File: src/pkg/clkctl_defines.svh
// Offsets, field positions, reset values and delays of the clock controller.
// Assumes inclusion by bare name from package and core files.
`ifndef CLKCTL_DEFINES_SVH
`define CLKCTL_DEFINES_SVH
`define OFF_OSC      12'h000
`define OFF_MSEL     12'h004
`define OFF_SYS      12'h008
`define OFF_IST      12'h00C
`define OFF_ICLR     12'h010
`define OFF_IEN      12'h014
`define B_WSEL       0
`define B_OSEL       1
`define B_XEXT       2
`define B_XINT       3
`define B_XLOW       4
`define B_PWR        5
`define B_START      6
`define B_FLAG       7
`define B_EXT        8
`define B_MAIN       12
`define B_MCODE      1
`define XINT_RST     1'b1
`define EV_DONE      0
`define EV_START     1
`define EV_GEAR      2
`define EV_STOP      3
`define GEAR_MAX     3'h4
`define PRE_BITS     4
`define DLY_W        4
`define REFL_DLY     4'h4
`define GEAR_DLY     4'h8
`endif

File: src/pkg/clkctl_pkg.sv
// Types shared by the clock controller.
// Assumes clkctl_defines.svh sits on the include path.
`include "clkctl_defines.svh"
package clkctl_pkg;
   typedef struct packed {
      logic        wsel;
      logic        osel;
      logic        xext;
      logic        xint;
      logic        xlow;
      logic        pwr;
      logic        msel;
      logic [14:0] mcode;
      logic [11:0] main_wr;
      logic [11:0] main_eff;
      logic [1:0]  ext_wr;
      logic [1:0]  ext_eff;
      logic [3:0]  refl_cnt;
      logic [2:0]  gear_wr;
      logic [2:0]  gear_eff;
      logic [3:0]  gear_cnt;
      logic        busy;
      logic [17:0] cnt;
      logic [2:0]  fast_s;
      logic [2:0]  slow_s;
      logic        fast_f;
      logic        slow_f;
      logic        tick;
      logic [3:0]  ist;
      logic [3:0]  ien;
      logic        irq;
      logic [3:0]  factor;
      logic [31:0] prdata;
      logic        pready;
      logic        pslverr;
   } state_s;
endpackage

File: src/core/warmup_pll_clock_control.sv
// Clock controller: warm-up timer, multiplier control, gear select, APB.
// Assumes a same-clock stop-return pulse and oscillator ticks from pins.
//
// Function
// - Warm-up counts clock picked by select bit
// - Target is cycles with low four bits dropped
// - Fast uses main field; slow adds extension
// - Start write restarts counter from zero
// - Flag high while warming, low when reached
// - Written count reflects after delay; software polls
// - Internal oscillator enable bit turns it on
// - Stop return reinitialises clock select bits
// - Multiplier powered off after reset
// - Multiplier factor 3,4,5,6,8,10, max 80MHz
// - Select bit picks multiplied or oscillator clock
// - Gear divides 1 to 16, delayed switch
// - Source: internal, crystal or external input
//
// Implementation choices: register access over APB and the register offsets.
`timescale 1ns/100ps
`include "clkctl_defines.svh"
module warmup_pll_clock_control
   import clkctl_pkg::*;
#(
   parameter logic [3:0] REFLECT_CYCLES = `REFL_DLY,
   parameter logic [3:0] GEAR_CYCLES    = `GEAR_DLY
)(
   input  wire logic        pclk,
   input  wire logic        presetn,
   input  wire logic        psel,
   input  wire logic        penable,
   input  wire logic        pwrite,
   input  wire logic [11:0] paddr,
   input  wire logic [31:0] pwdata,
   output logic [31:0]      prdata,
   output logic             pready,
   output logic             pslverr,
   input  wire logic        fast_osc_clock,
   input  wire logic        slow_osc_clock,
   input  wire logic        stop_return,
   output logic             external_osc_enable,
   output logic             internal_osc_enable,
   output logic             low_speed_osc_enable,
   output logic             osc_source_select,
   output logic             multiplier_power,
   output logic             multiplied_clock_select,
   output logic [3:0]       multiplier_factor,
   output logic [2:0]       gear_select,
   output logic             warmup_in_progress_flag,
   output logic             irq
);

   ////////////////////////////////////////////////////////////////////////////
   // Helpers

   function automatic logic [3:0] code_factor(input logic [14:0] code);
      unique case (code)
         15'h5917: code_factor = 4'h6;
         15'h59A6: code_factor = 4'hA;
         15'h729E: code_factor = 4'h8;
         15'h5ADF: code_factor = 4'h4;
         15'h6296: code_factor = 4'h6;
         15'h720B: code_factor = 4'h3;
         15'h3A92: code_factor = 4'h5;
         default:  code_factor = 4'h0;
      endcase
   endfunction

   // Level moves only when the two later stages agree
   function automatic logic filt(input logic [2:0] s, input logic f);
      filt = (s[1] == s[2]) ? s[2] : f;
   endfunction

   ////////////////////////////////////////////////////////////////////////////
   // State

   state_s s_reg;
   state_s s_next;
   logic        setup;
   logic        wr;
   logic        hit;
   logic [13:0] target;
   logic [3:0]  ev;
   logic [3:0]  clr;
   logic [31:0] rd;
   logic        mapped;

   always_comb begin
      s_next = s_reg;
      ev     = 4'h0;
      clr    = 4'h0;
      setup  = psel & ~penable;
      wr     = psel & penable & pwrite & s_reg.pready;
      target = s_reg.wsel ? {s_reg.ext_eff, s_reg.main_eff}
                          : {2'b00, s_reg.main_eff};
      hit    = s_reg.cnt[17:`PRE_BITS] == target;

      // Oscillator edges, three-stage synchronised
      s_next.fast_s = {s_reg.fast_s[1:0], fast_osc_clock};
      s_next.slow_s = {s_reg.slow_s[1:0], slow_osc_clock};
      s_next.fast_f = filt(s_reg.fast_s, s_reg.fast_f);
      s_next.slow_f = filt(s_reg.slow_s, s_reg.slow_f);
      s_next.tick   = s_reg.wsel ? (s_next.slow_f & ~s_reg.slow_f)
                                 : (s_next.fast_f & ~s_reg.fast_f);

      // Warm-up counter
      if (s_reg.busy) begin
         if (hit) begin
            s_next.busy    = 1'b0;
            ev[`EV_DONE]   = 1'b1;
         end else if (s_reg.tick) begin
            s_next.cnt = s_reg.cnt + 18'h00001;
         end
      end

      // Count field reflects late; readback shows the reflected value, not the just-written one
      if (s_reg.refl_cnt != 4'h0) begin
         s_next.refl_cnt = s_reg.refl_cnt - 4'h1;
         if (s_reg.refl_cnt == 4'h1) begin
            s_next.main_eff = s_reg.main_wr;
            s_next.ext_eff  = s_reg.ext_wr;
         end
      end

      // Gear switch waits so the divider never glitches mid-period
      if (s_reg.gear_cnt != 4'h0) begin
         s_next.gear_cnt = s_reg.gear_cnt - 4'h1;
         if (s_reg.gear_cnt == 4'h1) begin
            s_next.gear_eff = s_reg.gear_wr;
            ev[`EV_GEAR]    = 1'b1;
         end
      end

      // Register writes
      if (wr) begin
         unique case (paddr)
            `OFF_OSC: begin
               s_next.wsel = pwdata[`B_WSEL];
               s_next.osel = pwdata[`B_OSEL];
               s_next.xext = pwdata[`B_XEXT];
               s_next.xint = pwdata[`B_XINT];
               s_next.xlow = pwdata[`B_XLOW];
               s_next.pwr  = pwdata[`B_PWR];
               s_next.main_wr  = pwdata[`B_MAIN +: 12];
               s_next.ext_wr   = pwdata[`B_EXT +: 2];
               s_next.refl_cnt = REFLECT_CYCLES;
               if (pwdata[`B_START]) begin
                  s_next.busy    = 1'b1;
                  s_next.cnt     = 18'h00000;
                  ev[`EV_START]  = 1'b1;
               end
            end
            `OFF_MSEL: begin
               s_next.msel  = pwdata[0];
               s_next.mcode = pwdata[`B_MCODE +: 15];
            end
            `OFF_SYS: begin
               if (pwdata[2:0] <= `GEAR_MAX) begin
                  s_next.gear_wr  = pwdata[2:0];
                  s_next.gear_cnt = GEAR_CYCLES;
               end
            end
            `OFF_ICLR: clr = pwdata[3:0];
            `OFF_IEN:  s_next.ien = pwdata[3:0];
            default: ;
         endcase
      end

      // Waking from stop brings the internal oscillator back as source
      if (stop_return) begin
         s_next.wsel = 1'b0;
         s_next.osel = 1'b0;
         s_next.xext = 1'b0;
         s_next.xint = `XINT_RST;
         s_next.xlow = 1'b0;
         s_next.pwr  = 1'b0;
         s_next.msel = 1'b0;
         ev[`EV_STOP] = 1'b1;
      end

      s_next.factor = code_factor(s_reg.mcode);
      s_next.ist = (s_reg.ist & ~clr) | ev;
      s_next.irq = |(s_next.ist & s_reg.ien);

      // APB read path, answered in the access cycle
      mapped = 1'b1;
      rd     = 32'h00000000;
      unique case (paddr)
         `OFF_OSC: begin
            rd[`B_WSEL] = s_reg.wsel;
            rd[`B_OSEL] = s_reg.osel;
            rd[`B_XEXT] = s_reg.xext;
            rd[`B_XINT] = s_reg.xint;
            rd[`B_XLOW] = s_reg.xlow;
            rd[`B_PWR]  = s_reg.pwr;
            rd[`B_FLAG] = s_reg.busy;
            rd[`B_EXT +: 2]   = s_reg.ext_eff;
            rd[`B_MAIN +: 12] = s_reg.main_eff;
         end
         `OFF_MSEL: rd[15:0] = {s_reg.mcode, s_reg.msel};
         `OFF_SYS:  rd[2:0]  = s_reg.gear_eff;
         `OFF_IST:  rd[3:0]  = s_reg.ist;
         `OFF_ICLR: rd       = 32'h00000000;
         `OFF_IEN:  rd[3:0]  = s_reg.ien;
         default:   mapped   = 1'b0;
      endcase
      s_next.pready  = setup;
      s_next.pslverr = setup & ~mapped;
      if (setup) begin
         s_next.prdata = rd;
      end
   end

   always_ff @(posedge pclk or negedge presetn) begin
      if (!presetn) begin
         s_reg      <= '0;
         s_reg.xint <= `XINT_RST;
         s_reg.pwr  <= 1'b0;
      end else begin
         s_reg <= s_next;
      end
   end

   ////////////////////////////////////////////////////////////////////////////
   // Outputs

   assign prdata                  = s_reg.prdata;
   assign pready                  = s_reg.pready;
   assign pslverr                 = s_reg.pslverr;
   assign external_osc_enable     = s_reg.xext;
   assign internal_osc_enable     = s_reg.xint;
   assign low_speed_osc_enable    = s_reg.xlow;
   assign osc_source_select       = s_reg.osel;
   assign multiplier_power        = s_reg.pwr;
   assign multiplied_clock_select = s_reg.msel;
   assign multiplier_factor       = s_reg.factor;
   assign gear_select             = s_reg.gear_eff;
   assign warmup_in_progress_flag = s_reg.busy;
   assign irq                     = s_reg.irq;

   ////////////////////////////////////////////////////////////////////////////
   // Checks

   logic wr_osc;
   logic start_wr;
   assign wr_osc   = wr && (paddr == `OFF_OSC);
   assign start_wr = wr_osc && pwdata[`B_START];
endmodule

File: config.mk
export PLATFORM = sky130hd
export DESIGN_NAME = warmup_pll_clock_control
export DESIGN_NICKNAME = d
export VERILOG_FILES = /design/src/pkg/clkctl_pkg.sv /design/src/core/warmup_pll_clock_control.sv
export VERILOG_INCLUDE_DIRS = /design/src /design/src/pkg
export SDC_FILE = /design/constraint.sdc
export NUM_CORES = 1
export LEC_CHECK = 0
export ABC_CLOCK_PERIOD_IN_PS = 1900
export BUFFER_PORTS_ARGS = -buffer_cell sky130_fd_sc_hd__buf_2
export CORE_MARGIN = 2
export CORE_UTILIZATION = 29
export CTS_BUF_LIST = sky130_fd_sc_hd__clkbuf_4 sky130_fd_sc_hd__clkbuf_8
export DETAILED_ROUTE_END_ITERATION = 6
export PLACE_DENSITY = 0.51
export SETUP_SLACK_MARGIN = 0.2
export SLEW_MARGIN = 30
export SYNTH_ARGS = -nofsm -noshare
export SYNTH_HDL_FRONTEND = slang
export SYNTH_SLANG_ARGS = --single-unit
File: constraint.sdc
create_clock -name pclk -period 1.9 [get_ports pclk]
set_input_delay 0.19 -clock pclk [delete_from_list [all_inputs] [get_ports pclk]]
set_output_delay 0.19 -clock pclk [all_outputs]
set_load 0.005 [all_outputs]
Word-level counts from Yosys, hierarchy flattened
Index checks and enable logic that the tools add are counted.
{"block": "classes", "magnitude_cmp": 1, "n_eq_ne": 17, "muxes": 44, "n_div": 0, "n_mul": 0, "bitwise": 15, "n_shift": 0, "reduce_logical": 17, "n_addsub": 3}
{"cell": "== test 15 bit (second input constant)", "n": 6}
{"cell": "two-way mux 19 bit", "n": 3}
{"cell": "two-way mux 18 bit", "n": 2}
{"cell": "two-way mux 34 bit", "n": 1}
{"cell": "two-way mux 4 bit", "n": 7}
{"cell": "== test 12 x 4 -> 1 bit (second input constant)", "n": 2}
{"cell": "== test 12 x 5 -> 1 bit (second input constant)", "n": 2}
{"cell": "case mux 4 bit (6 select lines)", "n": 1}
{"cell": "two-way mux 23 bit", "n": 1}
{"cell": "adder 18 x 1 -> 18 bit (second input constant)", "n": 1}
{"cell": "two-way mux 16 bit", "n": 1}
{"cell": "== test 15 x 14 -> 1 bit (second input constant)", "n": 1}
{"cell": "case mux 3 bit (5 select lines)", "n": 1}
{"cell": "== test 14 bit", "n": 1}
{"cell": "two-way mux 1 bit", "n": 14}
{"cell": "two-way mux 14 bit", "n": 1}
{"cell": "two-way mux 7 bit", "n": 2}
{"cell": "AND reduction 2 bit", "n": 7}
{"cell": "== test 12 x 3 -> 1 bit (second input constant)", "n": 1}
{"cell": "zero test 12 bit", "n": 1}
{"cell": "two-way mux 12 bit", "n": 1}
{"cell": "AND 4 bit", "n": 2}
{"cell": "== test 4 x 1 -> 1 bit (second input constant)", "n": 2}
{"cell": "two-way mux 8 bit", "n": 1}
{"cell": "other kinds (20)", "n": 35}
{"block": "word_totals", "ramBits": 0, "wordCells": 127, "output_inout_bits": 49, "inputBits": 52, "latch_bits": 0, "regBits": 131, "n_memories": 0, "rom_bits": 0}

Logic depth before layout (Yosys ltp)
Gate-level depths: netlist of run 1.
{"block": "logic_depth", "word_depth": 9, "ltp_mapped": 8}

Worst setup path after synthesis of run 1
Ideal clock, no wire load.
{"block": "synth_path", "kind": "register to register", "start": "register s_reg[85] (netlist name)", "end": "register s_reg[100] (netlist name)", "setup_time_ps": 125, "slack_ps": -154, "arrival_ps": 1930, "n_path_buf": 1, "stages_incl_launch_ff": 6, "required_time_ps": 1775, "path_cell_list": "dfrtp_1 -> inv_1 -> ha_1 -> nor4b_1 -> buf_2 -> mux2_2"}
{"block": "synth_between", "elab_chain_cells": 2, "word_cells_on_any_way": 3, "cone_classes": "1 x eq/ne; 2 x reduce/logical"}
{"item": "start, declared", "line": "warmup_pll_clock_control.sv:77", "text": "state_s s_reg;"}
{"item": "start signal, assigned", "line": "warmup_pll_clock_control.sv:220", "text": "s_reg <= s_next;"}
{"item": "== test 4 x 1 -> 1 bit / nonzero test 4 bit (equally long branches)", "line": "warmup_pll_clock_control.sv:119, warmup_pll_clock_control.sv:117"}
{"item": "AND reduction 2 bit (no source line) (*)"}
Mark *: on every way between the ends. The rest lies on a longest branch, timed or not.
A chain may end at the register's enable or synchronous reset.

==> key figures, run 1 <==
Status
  – Status: finished with violations
  – Violated checks: setup timing

Synth
  – EDFF count, synth: 0
  – Async SR Flop Fraction: 100%
  – Post-Synth Adder-Cell Area: 1.29%
  – Synth area leader: dfrtp_1
  – Post-Synth XOR/XNOR Area: 2.06%
  – Post-synthesis register bit count: 131
  – Share of synthesized cell area in and, or, nand and nor gates: 16.7%
  – Compound-Gate Fraction of Synth Area: 9.63%
  – Commonest cells post-synth: dfrtp_1 (130), nand2_1 (65), mux2_2 (50), buf_4 (40), nor2_1 (29)
  – Synth top area cells: dfrtp_1 (51%), mux2_2 (8.8%), buf_4 (4.7%), nand2_1 (3.8%), o21ai_0 (2.1%)
  – Top-count cell post-synth: dfrtp_1
  – Yosys cell types: 60
  – Warnings, synthesis: 0
  – Post-Syn Area: 6390 µm²
  – Mean Syn Cell Area: 10.9 µm²
  – Main synth FF type: dfrtp_1
  – Combinational family with the most area after synthesis: simple AND/OR/NAND/NOR gates
  – Syn Inst Count: 586
  – Multiplexer share of the synthesized area: 11.4%
  – Top cell type's share of synthesized area: 50.9%
  – Sequential area share after synthesis: 51.3%

Detailed routing
  – Initial DRT Pass Iterations: 4
  – Via count: 5119
  – Post-DRT Antenna Nets: 0
  – Final wirelength: 17100 µm
  – DR WL/cell: 16.5 µm
  – Drt via density: 4.94
  – Iter 0 DRT Violations: 295
  – Residual DRC: 0

CTS
  – Root Buffer: clkbuf_8
  – Number of CTS-inserted buffers: 17
  – CTS tree: done
  – Number of H-tree levels: 4
  – Insertion delay to the later sink of the worst-skew pair: 450 ps
  – CTS clk-pin slew, worst paths: 80 ps
  – CTS max path bufs: 2
  – Clock Sinks: 131

Timing
  – Fmax: 497 MHz
  – Fin crit share: 106%
  – Endpoints failing hold: 0
  – RSZ-0062 raised after global routing: true
  – Worst hold margin: 66.9 ps
  – Slew HR: 64.8%
  – Final WS setup: -113 ps
  – Final setup vio count: 9
  – Measured slew at the worst slew-check pin: 528 ps
  – Clock skew: 11.7 ps
  – Fin. max-slew vios: 0
  – Min cycle time layout: 2010 ps

Global routing
  – Vias in the first global route: 5213
  – Pin count of the biggest net entering global routing: 39
  – Gr usage total: 14.7%
  – First-pass GRT wire length: 27400 µm
  – Routing usage on met1: 19.8%
  – Initial antenna violation count: 1
  – GRT overflow: 0
  – GRT Max-Usage Layer: met2
  – Met3 Use GR: 3.41%
  – M2 GR Usage: 22.9%

Worst setup path
  – Worst R2R Start: s_reg[73]
  – Critical Path AT: 2390 ps
  – Max FO, Critical Path: 8
  – R2r endpoint: s_reg[59]
  – Critical path class: reg2reg
  – FF-to-FF path depth: 7
  – Reg-to-reg slack, setup: -110 ps
  – CP required: 2270 ps
  – Worst setup SP type: flip-flop
  – Crit path capture type: flip-flop

Floorplan
  – Die W: 152 µm
  – Core Rows: 54
  – Ports: 101
  – Placeable Area: 21800 µm²
  – Initial core utilization: 29.4%
  – Die area: 23200 µm²
  – Die outline height: 152 µm

Flow run
  – Max Cap Viol: 0

Place
  – Placed Cells: 963
  – Detailed Place HPWL: 11800 µm
  – IO Port Bufs: 84
  – Place WS: -65.1 ps
  – Routability cong.: 0.857

Layout
  – Core Util, Final: 39.3%
  – Max reg flops: 86
  – Multi-input gate area: 2930 µm²
  – Fillers: 2156
  – Register Area: 3280 µm²
  – Layout cells sized above 1: 39.6%
  – Final net count: 799
  – Post-Layout Cell Count: 1036
  – Syn-to-layout area delta: 33.8%

Pwr
  – Peak supply drop: 648 µV
  – Power Dens Cells: 875 nW/µm²
  – Lkg Pwr: 4.04 nW

Worst hold path
  – Hold Path Class: in2reg
  – Hold Crit Endpoint: multiplier_power
  – Hold path depth: 2
  – Worst hold start: stop_return
report_power, final:
group          internal (mW)  switching [mW]
clock                   1.65            1.14
sequential              3.00           0.202
combinational          0.744           0.739
what timing repair did:
action                                  4_1_cts  5_1_grt
gates resized for setup                      16       46
gates cloned                                  0        2
hold buffers                                 24        0
endpoints found under the hold margin        62        0
endpoints found under the setup margin       37       40
pin swaps                                    19       22
buffers inserted                              6        8
per-stage QoR:
stage                     instance area [µm²]  power (mW)  setup TNS (ps)
final                                    8550        7.48            -548
after global routing                     8550        7.88           -2130
after CTS                                8260        7.32            -162
after detailed placement                 7410        4.44            -447
after global placement                   7410        4.37            -272
after floorplan                          6440        3.95               0
worst max path at each step:
stage | slack (ps) | endpoint | startpoint
after floorplan | 210 | s_reg[60] | s_reg[72]
after global placement | -60 | s_reg[60] | s_reg[62]
after detailed placement | -70 | s_reg[64] | s_reg[101]
after CTS | -40 | s_reg[59] | s_reg[63]
after global routing | -200 | s_reg[68] | s_reg[73]
final | -110 | s_reg[59] | s_reg[73]
worst max-delay path, cell delays in order (launching register included):
cell and delay (ps):
dfrtp_1 430, xor2_2 220, o22ai_2 110, o2111a_1 280, buf_12 150, buf_8 130
or4_4 480, a21oi_2 140
cell usage in the layout, fill, tap and decap left out, drive strengths merged, types with 19 or more instances in the layout:
master,instances
mux2,50
inv,21
buf,168
dfrtp,130
clkbuf,21
nor2,29
dlygate4sd3,24
nand3,19
a21oi,19
o21ai,27
nand2,65
layer usage:
metal	share of wire (%)	up-vias	wire length, µm
li1	-	2372	-
met4	2.4	0	411
met3	5.2	27	891
met5	0	-	0
met1	46	2565	7870
met2	46	155	7960
layout make-up:
type                    count  area share, %
clock buffers              20           3.15
clock inverters            12           2.37
inverters                  20          0.878
repair buffers            193           16.8
well taps                 280           4.10
multi-input cells         379           34.3
flip-flops and latches    131           38.4
diodes                      1         0.0293
kinds of logic after synthesis:
group,count (synthesis)
other,1
AND/OR/NAND/NOR,192
XOR/XNOR,15
buffers and inverters,83
flip-flops,131
AO/OA/AOI/OAI,94
adder cells (fa/ha/maj),7
multiplexers,63
No activity file was read; power rests on OpenSTA's default activity.
==> inputs of run 2 (changes only) <==
--- a/config.mk
+++ b/config.mk
@@ -6,7 +6,7 @@
 export SDC_FILE = /design/constraint.sdc
 export NUM_CORES = 1
 export LEC_CHECK = 0
-export ABC_CLOCK_PERIOD_IN_PS = 1900
+export ABC_CLOCK_PERIOD_IN_PS = 1600
 export BUFFER_PORTS_ARGS = -buffer_cell sky130_fd_sc_hd__buf_2
 export CORE_MARGIN = 2
 export CORE_UTILIZATION = 29
==> constraint.sdc (replaced) <==
create_clock -name pclk -period 1.6 [get_ports pclk]
set_input_delay 0.16 -clock pclk [delete_from_list [all_inputs] [get_ports pclk]]
set_output_delay 0.16 -clock pclk [all_outputs]
set_load 0.005 [all_outputs]
==> run 2 against run 1 <==
The run still ends with setup timing left. Flip-flop and latch count unchanged. Critical path depth unchanged. Sequential share of layout area decreased by 1.9 points. Final cell count increased by 3.5%. Highest routed layer unchanged. Routed wire length increased by 2.9%. Non-clock buffer count increased by 37. Combinational power increased by 58%. Fmax increased by 5.8%. Power increased by 21%. Die area unchanged.
==> key figures, run 2 (synthesis gave the netlist of run 1 again) <==
Place
  – IO Port Bufs: 84 (unchanged)
  – Detailed Place HPWL: 12300 µm (+4.0%)
  – Routability cong.: 0.904 (+5.5%)

Layout
  – Max reg flops: 86 (unchanged)
  – Layout cells sized above 1: 45.8% (+6.2 points)
  – Fillers: 2044 (-5.2%)
  – Most common cell after layout, fill and taps aside: dfrtp_1
  – Final net count: 836 (+4.6%)
  – Commonest cells after routing, fill and taps aside: dfrtp_1 (126), buf_4 (99), buf_2 (83)
  – Syn-to-layout area delta: 41.0%

Status
  – Violated checks: setup timing
  – Status: finished with violations

Detailed routing
  – Drt via density: 4.82 (-2.4%)
  – Final wirelength: 17600 µm (+2.9%)
  – Via count: 5168 (+0.96%)
  – Residual DRC: 0 (unchanged)
  – DR WL/cell: 16.4 µm (-0.57%)
  – Iter 0 DRT Violations: 267 (-9.5%)
  – Post-DRT Antenna Nets: 0 (unchanged)
  – Initial DRT Pass Iterations: 4 (unchanged)

Floorplan
  – Initial core utilization: 29.4% (unchanged)
  – Core Rows: 54 (unchanged)
  – Die area: 23200 µm² (unchanged)
  – Placeable Area: 21800 µm² (unchanged)
  – Die W: 152 µm (unchanged)
  – Die outline height: 152 µm (unchanged)
  – Ports: 101 (unchanged)

Worst setup path
  – Worst path cell trace: xor2_2 -> nor4_4 -> buf_4 -> o2111a_2 -> buf_6 -> or4_4 -> a21oi_2
  – Critical Path AT: 2270 ps (-120 ps)
  – Worst Setup EP: s_reg[68]
  – Critical path class: reg2reg
  – Worst setup SP type: flip-flop
  – Slowest-stage cell, CP: or4_4
  – FF-to-FF path depth: 7 (unchanged)
  – R2r endpoint: s_reg[68]
  – CP required: 1970 ps (-300 ps)
  – Reg-to-reg slack, setup: -300 ps (-190 ps)
  – CP Launch Point: s_reg[63]
  – Worst R2R Start: s_reg[63]
  – Worst stage delay on the critical path: 480 ps (about the same)
  – Max FO, Critical Path: 10 (+2)
  – Crit path capture type: flip-flop

Timing
  – Slew HR: 62.0% (-2.8 points)
  – Final WS setup: -302 ps (-189 ps)
  – Fin crit share: 119% (+13 points)
  – Total negative slack: -4540 ps (-3990 ps)
  – Fmax: 526 MHz (+5.8%)
  – Clock skew: 13.1 ps (+1.41 ps)
  – Fin. max-slew vios: 0 (unchanged)
  – Final setup vio count: 21 (+12)
  – Endpoints failing hold: 0 (unchanged)
  – Min cycle time layout: 1900 ps (-111 ps)
  – Measured slew at the worst slew-check pin: 570 ps (+42.4 ps)
  – RSZ-0062 raised after global routing: true

CTS
  – CTS clk-pin slew, worst paths: 80 ps (about the same)
  – Number of CTS-inserted buffers: 17 (unchanged)
  – Root Buffer: clkbuf_8
  – Number of H-tree levels: 4 (unchanged)
  – Insertion delay to the later sink of the worst-skew pair: 440 ps (about the same)
  – CTS tree: done
  – CTS max path bufs: 2 (unchanged)
  – Clock Sinks: 131 (unchanged)

Worst hold path
  – Hold Path Class: in2reg

Global routing
  – Vias in the first global route: 5315 (+2.0%)
  – Gr usage total: 15.2% (+0.54 points)
  – Initial antenna violation count: 1 (unchanged)
  – First-pass GRT wire length: 28400 µm (+3.8%)
  – GRT overflow: 0 (unchanged)
  – Pin count of the biggest net entering global routing: 101 (+160%)

Pwr
  – Clock power share: 31.6% (-5.7 points)
  – Lkg Pwr: 4.26 nW (+5.4%)
  – Power Dens Cells: 1010 nW/µm² (+15%)
  – Int Pwr: 6.43 mW (+19%)
  – Gate power share: 25.8% (+6.0 points)
  – Tot Pwr: 9.06 mW (+21%)
  – Peak supply drop: 735 µV (+13%)
  – Switching share of power: 29.0% (+1.2 points)
  – Seq pwr share: 42.6% (-0.3 points)
  – Switching power total: 2.63 mW (+27%)

Flow run
  – Max Cap Viol: 0 (unchanged)
==> run 2: cell types whose count changed in the layout (fill, tap and decap cells not counted), moves of 3 or more <==
cell,delta
mux2_4,+15
xor2_1,-3
inv_2,+3
dfrtp_1,-4
dfrtp_2,+4
inv_1,-3
mux2_2,-15
a221oi_2,+3
buf_4,+26
buf_6,+12
bufinv_16,-3
a221oi_1,-3
xor2_2,+3
==> run 2: power groups by stage <==
stage / sequential [mW] / combinational (mW) / clock, mW
after global routing: 3.89 / 2.56 / 3.10
after CTS: 3.83 / 2.04 / 2.93
after detailed placement: 3.88 / 1.72 / 0
after global placement: 3.87 / 1.65 / 0
final: 3.86 / 2.34 / 2.86
after floorplan: 3.86 / 0.996 / 0
==> run 2: final cells by class <==
cell class	count	area (µm²)	area share (%)
multi-input cells	379	3140	34.8
inverters	20	75.1	0.833
repair buffers	230	1760	19.5
well taps	280	350	3.89
flip-flops and latches	131	3280	36.4
clock inverters	8	101	1.12
clock buffers	23	304	3.37
diodes	1	2.50	0.0278
==> run 2: layer usage <==
metal	GRT usage [%]	wire length (µm)	up-vias
met4	3.22	182	0
li1	-	-	2448
met3	3.78	873	12
met1	21.0	8210	2582
met2	24.3	8360	126
met5	0	0	-
==> run 2: worst max-delay path: cells and delay by family, from the launching register on <==
| kind | cells | cell delay [ps] |
|---|---|---|
| compound gates | 2 | 300 |
| xor+xnor | 1 | 250 |
| buf+inv | 2 | 300 |
| flops | 1 | 420 |
| simple gates | 2 | 560 |
==> run 2: how the worst min path moves through the flow <==
stage                      from                  end  slack, ps  cells past startpoint
global placement        presetn           s_next[54]        240                      2
global route           paddr[4]              pslverr         40                      3
CTS                    paddr[4]              pslverr         20                      3
detailed placement      presetn           s_next[51]        240                      2
floorplan               presetn  external_osc_enable       -140                      0
finish              stop_return    osc_source_select         60                      2
==> run 2: timing repair <==
action | 4_1_cts | 5_1_grt
buffers inserted | 9 | 11
hold buffers | 24 | 0
resized for setup | 30 | 54
pin swaps | 19 | 23
setup endpoints to repair | 48 | 59
endpoints found under the hold margin | 161 | 0
gates cloned | 1 | 2
==> run 2: stage by stage <==
step | hold slack [ps] | setup slack [ps] | instance area [µm²] | utilization (%) | instances
2_1_floorplan | -136 | -60.0 | 6660 | - | 593
3_3_place_gp | 236 | -375 | 7810 | 35.9 | 993
3_5_place_dp | 238 | -374 | 7810 | 35.9 | 993
4_1_cts | 23.4 | -258 | 8680 | 39.9 | 1058
5_1_grt | 37.2 | -404 | 9010 | 41.4 | 1071
6_report | 58.4 | -302 | 9010 | 41.4 | 1072
